--- config.mk ---
export PLATFORM = sky130hd
export DESIGN_NAME = ctc_top
export DESIGN_NICKNAME = d
export VERILOG_FILES = /design/src/hw/ctc_pkg.sv /design/src/hw/ctc_lamp_timer.sv /design/src/hw/ctc_top.sv
export VERILOG_INCLUDE_DIRS = /design/src /design/src/hw
export SDC_FILE = /design/constraint.sdc
export NUM_CORES = 1
export LEC_CHECK = 0
export BUFFER_PORTS_ARGS = -buffer_cell sky130_fd_sc_hd__buf_4
export CAP_MARGIN = 20
export CELL_PAD_IN_SITES_DETAIL_PLACEMENT = 2
export CELL_PAD_IN_SITES_GLOBAL_PLACEMENT = 2
export CORE_AREA = 4 4 135 137
export CTS_CLUSTER_SIZE = 8
export DETAILED_ROUTE_END_ITERATION = 10
export DIE_AREA = 0 0 139 141
export GPL_TIMING_DRIVEN = 0
export PLACE_DENSITY_LB_ADDON = 0.2
export SETUP_SLACK_MARGIN = 0.2
export SLEW_MARGIN = 20
export SYNTH_ARGS = -nofsm -noshare
export SYNTH_HDL_FRONTEND = slang
export SYNTH_SLANG_ARGS = --single-unit
--- constraint.sdc ---
create_clock -name pclk -period 3 [get_ports pclk]
set_clock_uncertainty 0.05 [all_clocks]
set_input_delay 0.45 -clock pclk [delete_from_list [all_inputs] [get_ports pclk]]
set_output_delay 0.45 -clock pclk [all_outputs]
set_load 0.05 [all_outputs]
--- src/hw/ctc_params.svh ---
`ifndef CTC_PARAMS_SVH
`define CTC_PARAMS_SVH

`define CTC_NCONTACT        8
`define CTC_NLED            8
`define CTC_NMON            8
`define CTC_AR_RELAY        2
`define CTC_CLK_HZ          100000000
`define CTC_LAMP_SEC        2
`define CTC_LAMP_CYC        (`CTC_CLK_HZ * `CTC_LAMP_SEC)
`define CTC_LAMP_W          28

`define CTC_ADDR_MODE       12'h000
`define CTC_ADDR_PATTERN    12'h004
`define CTC_ADDR_CMD        12'h008
`define CTC_ADDR_STATUS     12'h00c
`define CTC_ADDR_RELAY      12'h010
`define CTC_ADDR_PROT       12'h014
`define CTC_ADDR_MON        12'h018
`define CTC_ADDR_ROUTE      12'h01c

`define CTC_CMD_CT_LSB      0
`define CTC_CMD_LED_BIT     2
`define CTC_CMD_AR_BIT      3
`define CTC_ST_LAMP_BIT     0
`define CTC_ST_AR_BIT       1
`define CTC_ST_HELD_BIT     2
`define CTC_ROUTE_RST       1'b1

`endif

--- src/hw/ctc_pkg.sv ---
package ctc_pkg;
  typedef enum logic [1:0] {
    CTC_MODE_DISABLED,
    CTC_MODE_TEST,
    CTC_MODE_BLOCKED
  } ctc_mode_t;

  typedef enum logic [1:0] {
    CTC_CT_NOP,
    CTC_CT_APPLY,
    CTC_CT_REMOVE
  } ctc_ct_cmd_t;

  typedef enum logic [1:0] {
    CTC_AR_IDLE,
    CTC_AR_TRIP,
    CTC_AR_RECLOSE
  } ctc_ar_state_t;
endpackage

--- src/hw/ctc_lamp_timer.sv ---
`timescale 1ns/1ns
`default_nettype none
`include "ctc_params.svh"

module ctc_lamp_timer (
  input  wire logic pclk,
  input  wire logic presetn,
  input  wire logic start,
  output logic      lamp_on
);

  typedef struct packed {
    logic                   on;
    logic [`CTC_LAMP_W-1:0] cnt;
  } ctc_lamp_st_t;

  parameter int unsigned LAMP_CYC = `CTC_LAMP_CYC;

  ctc_lamp_st_t st;
  ctc_lamp_st_t next_st;

  always_comb begin
    next_st = st;
    if (start) begin
      // a new request restarts the full interval
      next_st.on  = 1'b1;
      next_st.cnt = `CTC_LAMP_W'(LAMP_CYC - 1);
    end else if (st.on) begin
      if (st.cnt == '0) begin
        next_st.on = 1'b0;
      end else begin
        next_st.cnt = st.cnt - 1'b1;
      end
    end
  end

  always_ff @(posedge pclk or negedge presetn) begin
    if (!presetn) begin
      st <= '0;
    end else begin
      st <= next_st;
    end
  end

  assign lamp_on = st.on;

endmodule
`default_nettype wire

--- src/hw/ctc_top.sv ---
// The placing of the registers and the APB interface to the registers were decided locally.
`timescale 1ns/1ns
`default_nettype none
`include "ctc_params.svh"

module ctc_top #(
  parameter int unsigned LAMP_CYC = `CTC_LAMP_CYC
) (
  input  wire logic                      pclk,
  input  wire logic                      presetn,
  input  wire logic                      psel,
  input  wire logic                      penable,
  input  wire logic                      pwrite,
  input  wire logic [11:0]               paddr,
  input  wire logic [31:0]               pwdata,
  output logic [31:0]                    prdata,
  output logic                           pready,
  output logic                           pslverr,
  input  wire logic [`CTC_NCONTACT-1:0]  prot_contacts,
  input  wire logic [`CTC_NLED-1:0]      prot_leds,
  input  wire logic [`CTC_NMON-1:0]      mon_signals,
  input  wire logic                      reclose_trip_done,
  input  wire logic                      reclose_avail,
  output logic [`CTC_NCONTACT-1:0]       relay_drive,
  output logic [`CTC_NLED-1:0]           led_drive,
  output logic [`CTC_NMON-1:0]           monitor_out,
  output logic                           reclose_trip_check_signal,
  output logic                           prot_disabled
);

  ////////////////////////////////////////////////////////////////////////////
  typedef struct packed {
    ctc_pkg::ctc_mode_t         mode;
    logic [`CTC_NCONTACT-1:0]   pattern;
    logic [`CTC_NCONTACT-1:0]   held;
    logic                       test_on;
    ctc_pkg::ctc_ar_state_t     ar;
    logic                       route_ok;
    logic [31:0]                rdata;
    logic [`CTC_NCONTACT-1:0]   relay;
    logic [`CTC_NLED-1:0]       led;
    logic [`CTC_NMON-1:0]       mon;
    logic                       trip;
  } ctc_state_t;

  ctc_state_t st;
  ctc_state_t next_st;

  logic wr;
  logic rd;
  logic lamp_start;
  logic lamp_on;
  logic bad_addr;
  ctc_pkg::ctc_ct_cmd_t ct_cmd;

  ////////////////////////////////////////////////////////////////////////////
  // zero-wait slave: every access completes in its first access cycle
  assign pready  = 1'b1;
  assign wr      = psel && penable && pwrite;
  assign rd      = psel && !penable && !pwrite;

  always_comb begin
    case (paddr)
      `CTC_ADDR_MODE, `CTC_ADDR_PATTERN, `CTC_ADDR_CMD, `CTC_ADDR_STATUS,
      `CTC_ADDR_RELAY, `CTC_ADDR_PROT, `CTC_ADDR_MON, `CTC_ADDR_ROUTE: bad_addr = 1'b0;
      default: bad_addr = 1'b1;
    endcase
  end
  assign pslverr = psel && penable && bad_addr;

  // command word is a write-only strobe; reads return zero, i.e. no-operation
  assign ct_cmd = ctc_pkg::ctc_ct_cmd_t'(pwdata[`CTC_CMD_CT_LSB +: 2]);
  assign lamp_start = wr && (paddr == `CTC_ADDR_CMD) && pwdata[`CTC_CMD_LED_BIT];

  ctc_lamp_timer #(
    .LAMP_CYC (LAMP_CYC)
  ) u_lamp (
    .pclk    (pclk),
    .presetn (presetn),
    .start   (lamp_start),
    .lamp_on (lamp_on)
  );

  ////////////////////////////////////////////////////////////////////////////
  always_comb begin
    next_st = st;
    next_st.rdata = 32'h0000_0000;

    if (wr) begin
      case (paddr)
        `CTC_ADDR_MODE: begin
          next_st.mode = ctc_pkg::ctc_mode_t'(pwdata[1:0]);
        end
        `CTC_ADDR_PATTERN: begin
          if (st.mode == ctc_pkg::CTC_MODE_BLOCKED) begin
            next_st.pattern = pwdata[`CTC_NCONTACT-1:0];
          end
        end
        `CTC_ADDR_CMD: begin
          // fields are pulses: nothing is stored, so each reads back as nop
          if (st.mode == ctc_pkg::CTC_MODE_BLOCKED) begin
            case (ct_cmd)
              ctc_pkg::CTC_CT_APPLY: begin
                next_st.held    = st.pattern;
                next_st.test_on = 1'b1;
              end
              ctc_pkg::CTC_CT_REMOVE: begin
                next_st.held    = '0;
                next_st.test_on = 1'b0;
              end
              default: begin
              end
            endcase
          end
          if (pwdata[`CTC_CMD_AR_BIT] && reclose_avail && st.route_ok
              && st.ar == ctc_pkg::CTC_AR_IDLE) begin
            next_st.ar = ctc_pkg::CTC_AR_TRIP;
          end
        end
        `CTC_ADDR_ROUTE: begin
          next_st.route_ok = pwdata[0];
        end
        default: begin
        end
      endcase
    end

    // leaving contacts-blocked drops any applied test
    if (st.mode != ctc_pkg::CTC_MODE_BLOCKED) begin
      next_st.held    = '0;
      next_st.test_on = 1'b0;
    end

    // one trip pulse per command; a reissue while the sequence is busy is ignored
    case (st.ar)
      ctc_pkg::CTC_AR_IDLE: begin
        next_st.trip = 1'b0;
      end
      ctc_pkg::CTC_AR_TRIP: begin
        next_st.trip = st.route_ok;
        next_st.ar   = ctc_pkg::CTC_AR_RECLOSE;
      end
      ctc_pkg::CTC_AR_RECLOSE: begin
        next_st.trip = 1'b0;
        if (reclose_trip_done) begin
          next_st.ar = ctc_pkg::CTC_AR_IDLE;
        end
      end
      default: begin
        next_st.ar = ctc_pkg::CTC_AR_IDLE;
      end
    endcase

    if (rd) begin
      case (paddr)
        `CTC_ADDR_MODE:    next_st.rdata = {30'h0, st.mode};
        `CTC_ADDR_PATTERN: next_st.rdata = {{(32-`CTC_NCONTACT){1'b0}}, st.pattern};
        `CTC_ADDR_STATUS: begin
          next_st.rdata[`CTC_ST_LAMP_BIT] = lamp_on;
          next_st.rdata[`CTC_ST_AR_BIT]   = (st.ar != ctc_pkg::CTC_AR_IDLE);
          next_st.rdata[`CTC_ST_HELD_BIT] = st.test_on;
        end
        // intended contact states, not what the relays actually do
        `CTC_ADDR_RELAY:   next_st.rdata = {{(32-`CTC_NCONTACT){1'b0}}, prot_contacts};
        `CTC_ADDR_PROT:    next_st.rdata = {{(32-`CTC_NLED){1'b0}}, st.led};
        `CTC_ADDR_MON:     next_st.rdata = {{(32-`CTC_NMON){1'b0}}, st.mon};
        `CTC_ADDR_ROUTE:   next_st.rdata = {31'h0, st.route_ok};
        default:           next_st.rdata = 32'h0000_0000;
      endcase
    end else begin
      next_st.rdata = st.rdata;
    end

    // outputs registered
    case (st.mode)
      ctc_pkg::CTC_MODE_DISABLED: next_st.relay = prot_contacts;
      ctc_pkg::CTC_MODE_TEST:     next_st.relay = '0;
      // protection is blocked here, so only the applied pattern and the or-ed trip-check relay operate contacts
      ctc_pkg::CTC_MODE_BLOCKED:  next_st.relay = st.held;
      default:                    next_st.relay = '0;
    endcase
    // mapped trip-check relay, or-ed so protection stays visible in service
    next_st.relay[`CTC_AR_RELAY] = next_st.relay[`CTC_AR_RELAY] | st.trip;
    next_st.led = lamp_on ? {`CTC_NLED{1'b1}} : prot_leds;
    next_st.mon = mon_signals;
  end

  ////////////////////////////////////////////////////////////////////////////
  always_ff @(posedge pclk or negedge presetn) begin
    if (!presetn) begin
      st          <= '0;
      st.mode     <= ctc_pkg::CTC_MODE_DISABLED;
      st.ar       <= ctc_pkg::CTC_AR_IDLE;
      st.route_ok <= `CTC_ROUTE_RST;
    end else begin
      st <= next_st;
    end
  end

  assign prdata                    = st.rdata;
  assign relay_drive               = st.relay;
  assign led_drive                 = st.led;
  assign monitor_out               = st.mon;
  assign reclose_trip_check_signal = st.trip;
  assign prot_disabled             = (st.mode != ctc_pkg::CTC_MODE_DISABLED);

endmodule
`default_nettype wire

Yosys cells after proc, flatten, opt, wreduce, memory -nomap -nowiden
Memory sizes are Yosys's and may differ from the RTL's.
Cells that the tools add are included.
{ "op_classes": {"n_addsub": 1, "n_eq_ne": 14, "muxes": 19, "bitwise_logic": 1, "reduce_logical": 31} }
{ "op_table": {"columns": ["op", "count"], "rows": [
  ["two-way mux 29 bit", 2],
  ["== test 12 x 5 -> 1 bit, second input constant", 4],
  ["logical NOT 28 bit", 1],
  ["two-way mux 28 bit", 1],
  ["subtractor 28 x 1 -> 28 bit, second input constant", 1],
  ["== test 12 x 4 -> 1 bit, second input constant", 2],
  ["one-hot mux 3 bit (7 select lines)", 1],
  ["one-hot mux 5 bit (4 select lines)", 1],
  ["two-way mux 9 bit", 2],
  ["one-hot mux 9 bit (2 select lines)", 1],
  ["one-hot mux 8 bit (2 select lines)", 1],
  ["nonzero test 2 bit", 7],
  ["== test 12 x 3 -> 1 bit, second input constant", 1],
  ["logical NOT 12 bit", 1],
  ["two-way mux 12 bit", 1],
  ["two-way mux 11 bit", 1],
  ["logical AND 1 bit", 10],
  ["two-way mux 8 bit", 1],
  ["logical NOT 7 bit", 1],
  ["== test 2 bit, second input constant", 3],
  ["one-hot mux 2 bit (3 select lines)", 1],
  ["AND reduction 2 bit", 3],
  ["== test 2 x 1 -> 1 bit, second input constant", 2],
  ["logical NOT 2 bit", 2],
  ["10 further kinds", 15]
]} }
{ "word_totals": {"regBits": 108, "rom_bits": 32, "in_bits": 75, "out_inout_bits": 60, "wordCells": 80, "n_memories": 1} }
{ "mem_list": {"columns": ["memory", "depth", "width", "read_ports", "rd_ports_with_merged_regs", "write_ports", "line", "rtl"], "rows": [
  ["(no name shown)", 32, 1, 1, 0, 0, "ctc_top.sv:63", "case (paddr)"]
]} }

Logic depth before layout (Yosys ltp)
{ "depth": {"word_depth": 8, "depth_mapped": 8, "mapped_depth_nobuf": 7} }

Cells and area by module
A second synthesis with hierarchy kept.
{ "hier_totals": {"cells_unflattened": 429, "hier_area_um2": 4486.8} }
{ "by_module_without_submodules": {"columns": ["module", "instances", "cells_each", "area_each_um2", "seq_area_each_um2"], "rows": [
  ["ctc_top", 1, 260, 2860.2, 1377.6],
  ["ctc_lamp_timer", 1, 169, 1626.6, 725.7]
]} }

Worst setup path before layout
No wires, ideal clock.
{ "synth_timing": {"path_kind": "reg2reg", "start": "register u_lamp.st[7] (netlist bit)", "end": "register u_lamp.st[2] (netlist bit)", "setup_time_ns": 0.124, "t_arrival_ns": 2.109, "required_ns": 2.826, "setup_slack_ns": 0.717, "path_stages_with_launch": 7, "n_path_buf": 1, "period_less_slack_ns": 2.283, "path_cell_list": "dfrtp_1 or4_4 or4b_4 o21a_1 buf_6 a211oi_1 nor2_1"} }
{ "synth_via": {"elab_chain_len": 3} }
{ "synth_lines": {"columns": ["element", "line", "rtl"], "rows": [
  ["start, declared", "ctc_lamp_timer.sv:19", "ctc_lamp_st_t st;"],
  ["start signal, assigned", "ctc_lamp_timer.sv:41", "st <= next_st;"],
  ["logical NOT 28 bit", "ctc_lamp_timer.sv:29", "if (st.cnt == '0) begin"],
  ["!= test 2 bit (no source line)", null, null],
  ["AND reduction 2 bit (no source line)", null, null]
]} }
Every way passes these cells.
A chain may end at the register's enable or synchronous reset.

Final worst setup path
{ "layout_timing": {"start": "input paddr[9]", "end": "register u_lamp.st[21] (netlist bit)"} }
{ "layout_via": {"elab_chain_len": 5, "word_cells_on_any_way": 7, "classes_between": "2 x eq/ne; 1 x mux; 4 x reduce/logical"} }
{ "layout_lines": {"columns": ["element", "line", "rtl"], "rows": [
  ["start, declared", "ctc_top.sv:14", "input wire logic [11:0] paddr,"],
  ["== test 12 x 4 -> 1 bit *", null, null],
  ["logical AND 1 bit * (2 in series)", "ctc_top.sv:73", "assign lamp_start = wr && (paddr == `CTC_ADDR_CMD) && pwdata[`CTC_CMD_LED_BIT];"],
  ["!= test 2 bit (no source line) / nonzero test 2 bit (equally long branches)", null, null],
  ["AND reduction 2 bit (no source line)", null, null]
]} }
Every way passes the cells marked *; elsewhere a longest branch is shown, timed or not.

==> results by group <==
Clocking
  – TritonCTS Buffers: 9
  – Post-cts hold buffer count: 0
  – Clock transition at path regs: 0.06 ns
  – Clk buf depth: 2
  – Clock Latency Late Sink: 0.35 ns
  – Root Driver: clkbuf_16
  – Htree depth: 3
  – Num Clock Sinks: 84
  – CTS tree: done
  – CTS-repair resized insts: 0
  – Setup bufs post-CTS: 0

Layout
  – Most frequent cells in the layout: buf_4 (140), dfrtp_1 (83), nand2_1 (46)
  – N_diodes: 0
  – Register area: 2100 sq um
  – Area occupied by multi-input gates: 2000 sq um
  – Leading cell type in the layout, fill and taps excluded: buf_4
  – Fraction of layout cells with a size suffix above 1: 0.322
  – Layout Area Growth over Synthesis: 28.7%
  – Nets: 656
  – Fill cells: 1933

Placement
  – DPL Wire Length: 10600 microns
  – GPL Wtd Cong: 0.785
  – IO Port Bufs: 84

Drt
  – Vias per cell: 4.68
  – Drt initial violations: 138
  – Via count: 3779
  – Detailed Route WL: 14100 microns
  – Post-route DRC: 0
  – Routed length per instance: 17.4 microns
  – Drt first pass iters: 4
  – Post-route ant nets: 0

Global routing
  – First-pass GRT wire length: 23100 microns
  – Most Crowded Layer GR: met2
  – Global Route Usage Sum: 0.146
  – Antenna violations before repair: 0
  – Pin count of the biggest net entering global routing: 85
  – GRT overflow: 0
  – Grt met2 use: 0.277
  – GRT met3 Usage: 0.0292
  – Grt met1 use: 0.170
  – Vias in the first global route: 4266

Worst setup path
  – R2R depth: 7
  – CP Capture Type: flop
  – CP Max Fanout: 10
  – Critical Path Sink: u_lamp.st[21]
  – Worst setup startpoint: paddr[9]
  – R2R Setup Slk: 0.53 ns
  – CP arrival: 2.74 ns
  – Worst R2R End: u_lamp.st[26]
  – Critical path launch point type: input port
  – Worst reg2reg startpoint: u_lamp.st[0]
  – Crit path kind: in -> reg
  – Worst endpoint required time: 3.22 ns

STA
  – RSZ-0062 raised after global routing: no
  – Hold Slack: 0.103 ns
  – Final setup vio count: 0
  – Final Cycle Share: 0.840
  – Max Slew Vio Count: 0
  – Least-Margin Pin Slew: 0.840 ns
  – Relative slew slack: 0.440
  – Fmax achieved: 397 MHz
  – Final worst path period need: 2.52 ns
  – Setup TNS: 0 ns
  – Final Hold Viols: 0

Power
  – PwrDens: 478 nW/um^2
  – Cell-internal power: 0.00198 W
  – Switching Fraction: 0.287
  – NetSw: 0.000795 W
  – Sequential Power Share: 0.435
  – Leak pwr: 2.52 nW
  – VDD IR max: 0.254 mV
  – Clk pwr share: 0.406
  – Logic pwr share: 0.160

Die
  – I/O pin count: 135
  – Total die area: 19600 sq um
  – Die Ht: 141 microns
  – Horiz. Die Dim: 139 microns
  – Core area: 17100 sq um
  – Starting Density: 0.265
  – Row count: 48

Synth
  – Unique masters post-synth: 49
  – Synth top area share: 0.460
  – Synth area leaders: dfrtp_1 (46%), buf_4 (9.5%), mux2i_1 (4.2%)
  – Cell Area, Synth: 4510 sq um
  – Proportion of synthesized area in mux cells: 0.0771
  – Async SR Flop Fraction: 1.00
  – Post-synthesis sequential area ratio: 0.466
  – Main combinational cell family by area after synthesis: simple AND/OR/NAND/NOR gates
  – Post-Syn Area per Cell: 9.79 sq um
  – Most used flip-flop cell after synthesis: dfrtp_1
  – Synth Area in Compound Gates: 0.0987
  – Simple-gate share of the synthesized area: 0.220
  – Post-Syn Instances: 461
  – Synth area leader: dfrtp_1
  – Seq cells post-synth: 84
  – Post-synth EDFFs: 0
  – YS warnings: 0
  – Post-Synth Adder-Cell Area: 0.00555
  – XOR/XNOR share of the synthesized area: 0.0194

Hold path
  – HP Class: in -> async

Run status
  – Status: completed

Run
  – Max-cap violations: 0
## worst min-delay path by stage
stage,from,end,slack [ns],depth (start not counted)
floorplan,presetn,led_drive[0],0.10,0
global placement,prdata[5],prdata[5],0.41,2
detailed placement,prdata[3],prdata[3],0.42,2
CTS,mon_signals[6],monitor_out[6],0.14,1
global route,mon_signals[6],monitor_out[6],0.13,1
finish,presetn,prdata[2],0.10,1
## cell usage after synthesis (4+ instances only)
cell,instances
nand2_1,46
nor3_1,7
clkbuf_1,10
o21ai_0,23
buf_4,57
nand4_1,13
nand2b_1,7
nor2_1,34
nor2b_1,4
nand3_1,15
nor3b_1,5
a31oi_1,4
o211ai_1,12
inv_1,4
mux2i_1,19
or2_2,9
a22oi_1,5
and3_1,6
or3_1,14
xor2_1,9
mux2_2,14
a21oi_1,10
nor4_1,6
dfrtp_1,83
or4_1,4
## stage by stage
stage	instances	instance area (sq um)	utilization	worst slack [ns]	power, W
floorplan	484	4600	-	0.717	0.00151
global placement	793	5510	0.323	0.00192	0.00166
detailed placement	793	5520	0.324	0.0636	0.00167
CTS	808	5810	0.341	0.442	0.00282
global route	808	5810	0.341	0.228	0.00291
finish	808	5810	0.341	0.481	0.00277
## per-layer routing
| layer | share of wire | wire (microns) |
|---|---|---|
| met5 | 0 | 0 |
| met1 | 0.42 | 5860 |
| met2 | 0.55 | 7670 |
| met4 | 0.010 | 141 |
| met3 | 0.028 | 401 |
## cell families (layout without fill, tap and decap cells)
logic type      count (synthesis)  in the layout
simple gates                  184            184
flops                          84             84
buf+inv                        75            174
compound gates                 71             71
mux                            33             33
xor+xnor                       10             10
fa+ha+maj                       2              2
other cells                     2             25
## power groups by stage
stage	logic, W	registers (W)	clock network, W
3_3_place_gp	0.000432	0.00123	0
4_1_cts	0.000448	0.00121	0.00116
6_report	0.000443	0.00121	0.00112
5_1_grt	0.000486	0.00121	0.00121
2_1_floorplan	0.000299	0.00121	0
3_5_place_dp	0.000446	0.00123	0
## cell type report
class                   instances  area share
clock buffers                   9      0.0388
inverters                       4     0.00259
flip-flops and latches         84       0.362
well taps                     225      0.0485
clock inverters                 6      0.0110
repair buffers                 84       0.109
plain buffers                  71      0.0840
multi-input cells             325       0.344
## sequential cells by signal (all words and copies together), names as in the netlist
name and flops:
led_drive 8, monitor_out 8, prdata 8, reclose_trip_check_signal 1
relay_drive 8, st 22, u_lamp.lamp_on 1, u_lamp.st 28
## worst max-delay path, stage by stage
cell,delay [ns]
buf_4,0.11
nor4_1,0.54
and4_1,0.29
clkbuf_1,0.39
and2_1,0.27
nand2_1,0.23
clkbuf_1,0.32
nand3_1,0.14
(Power assumes the default switching activity.)
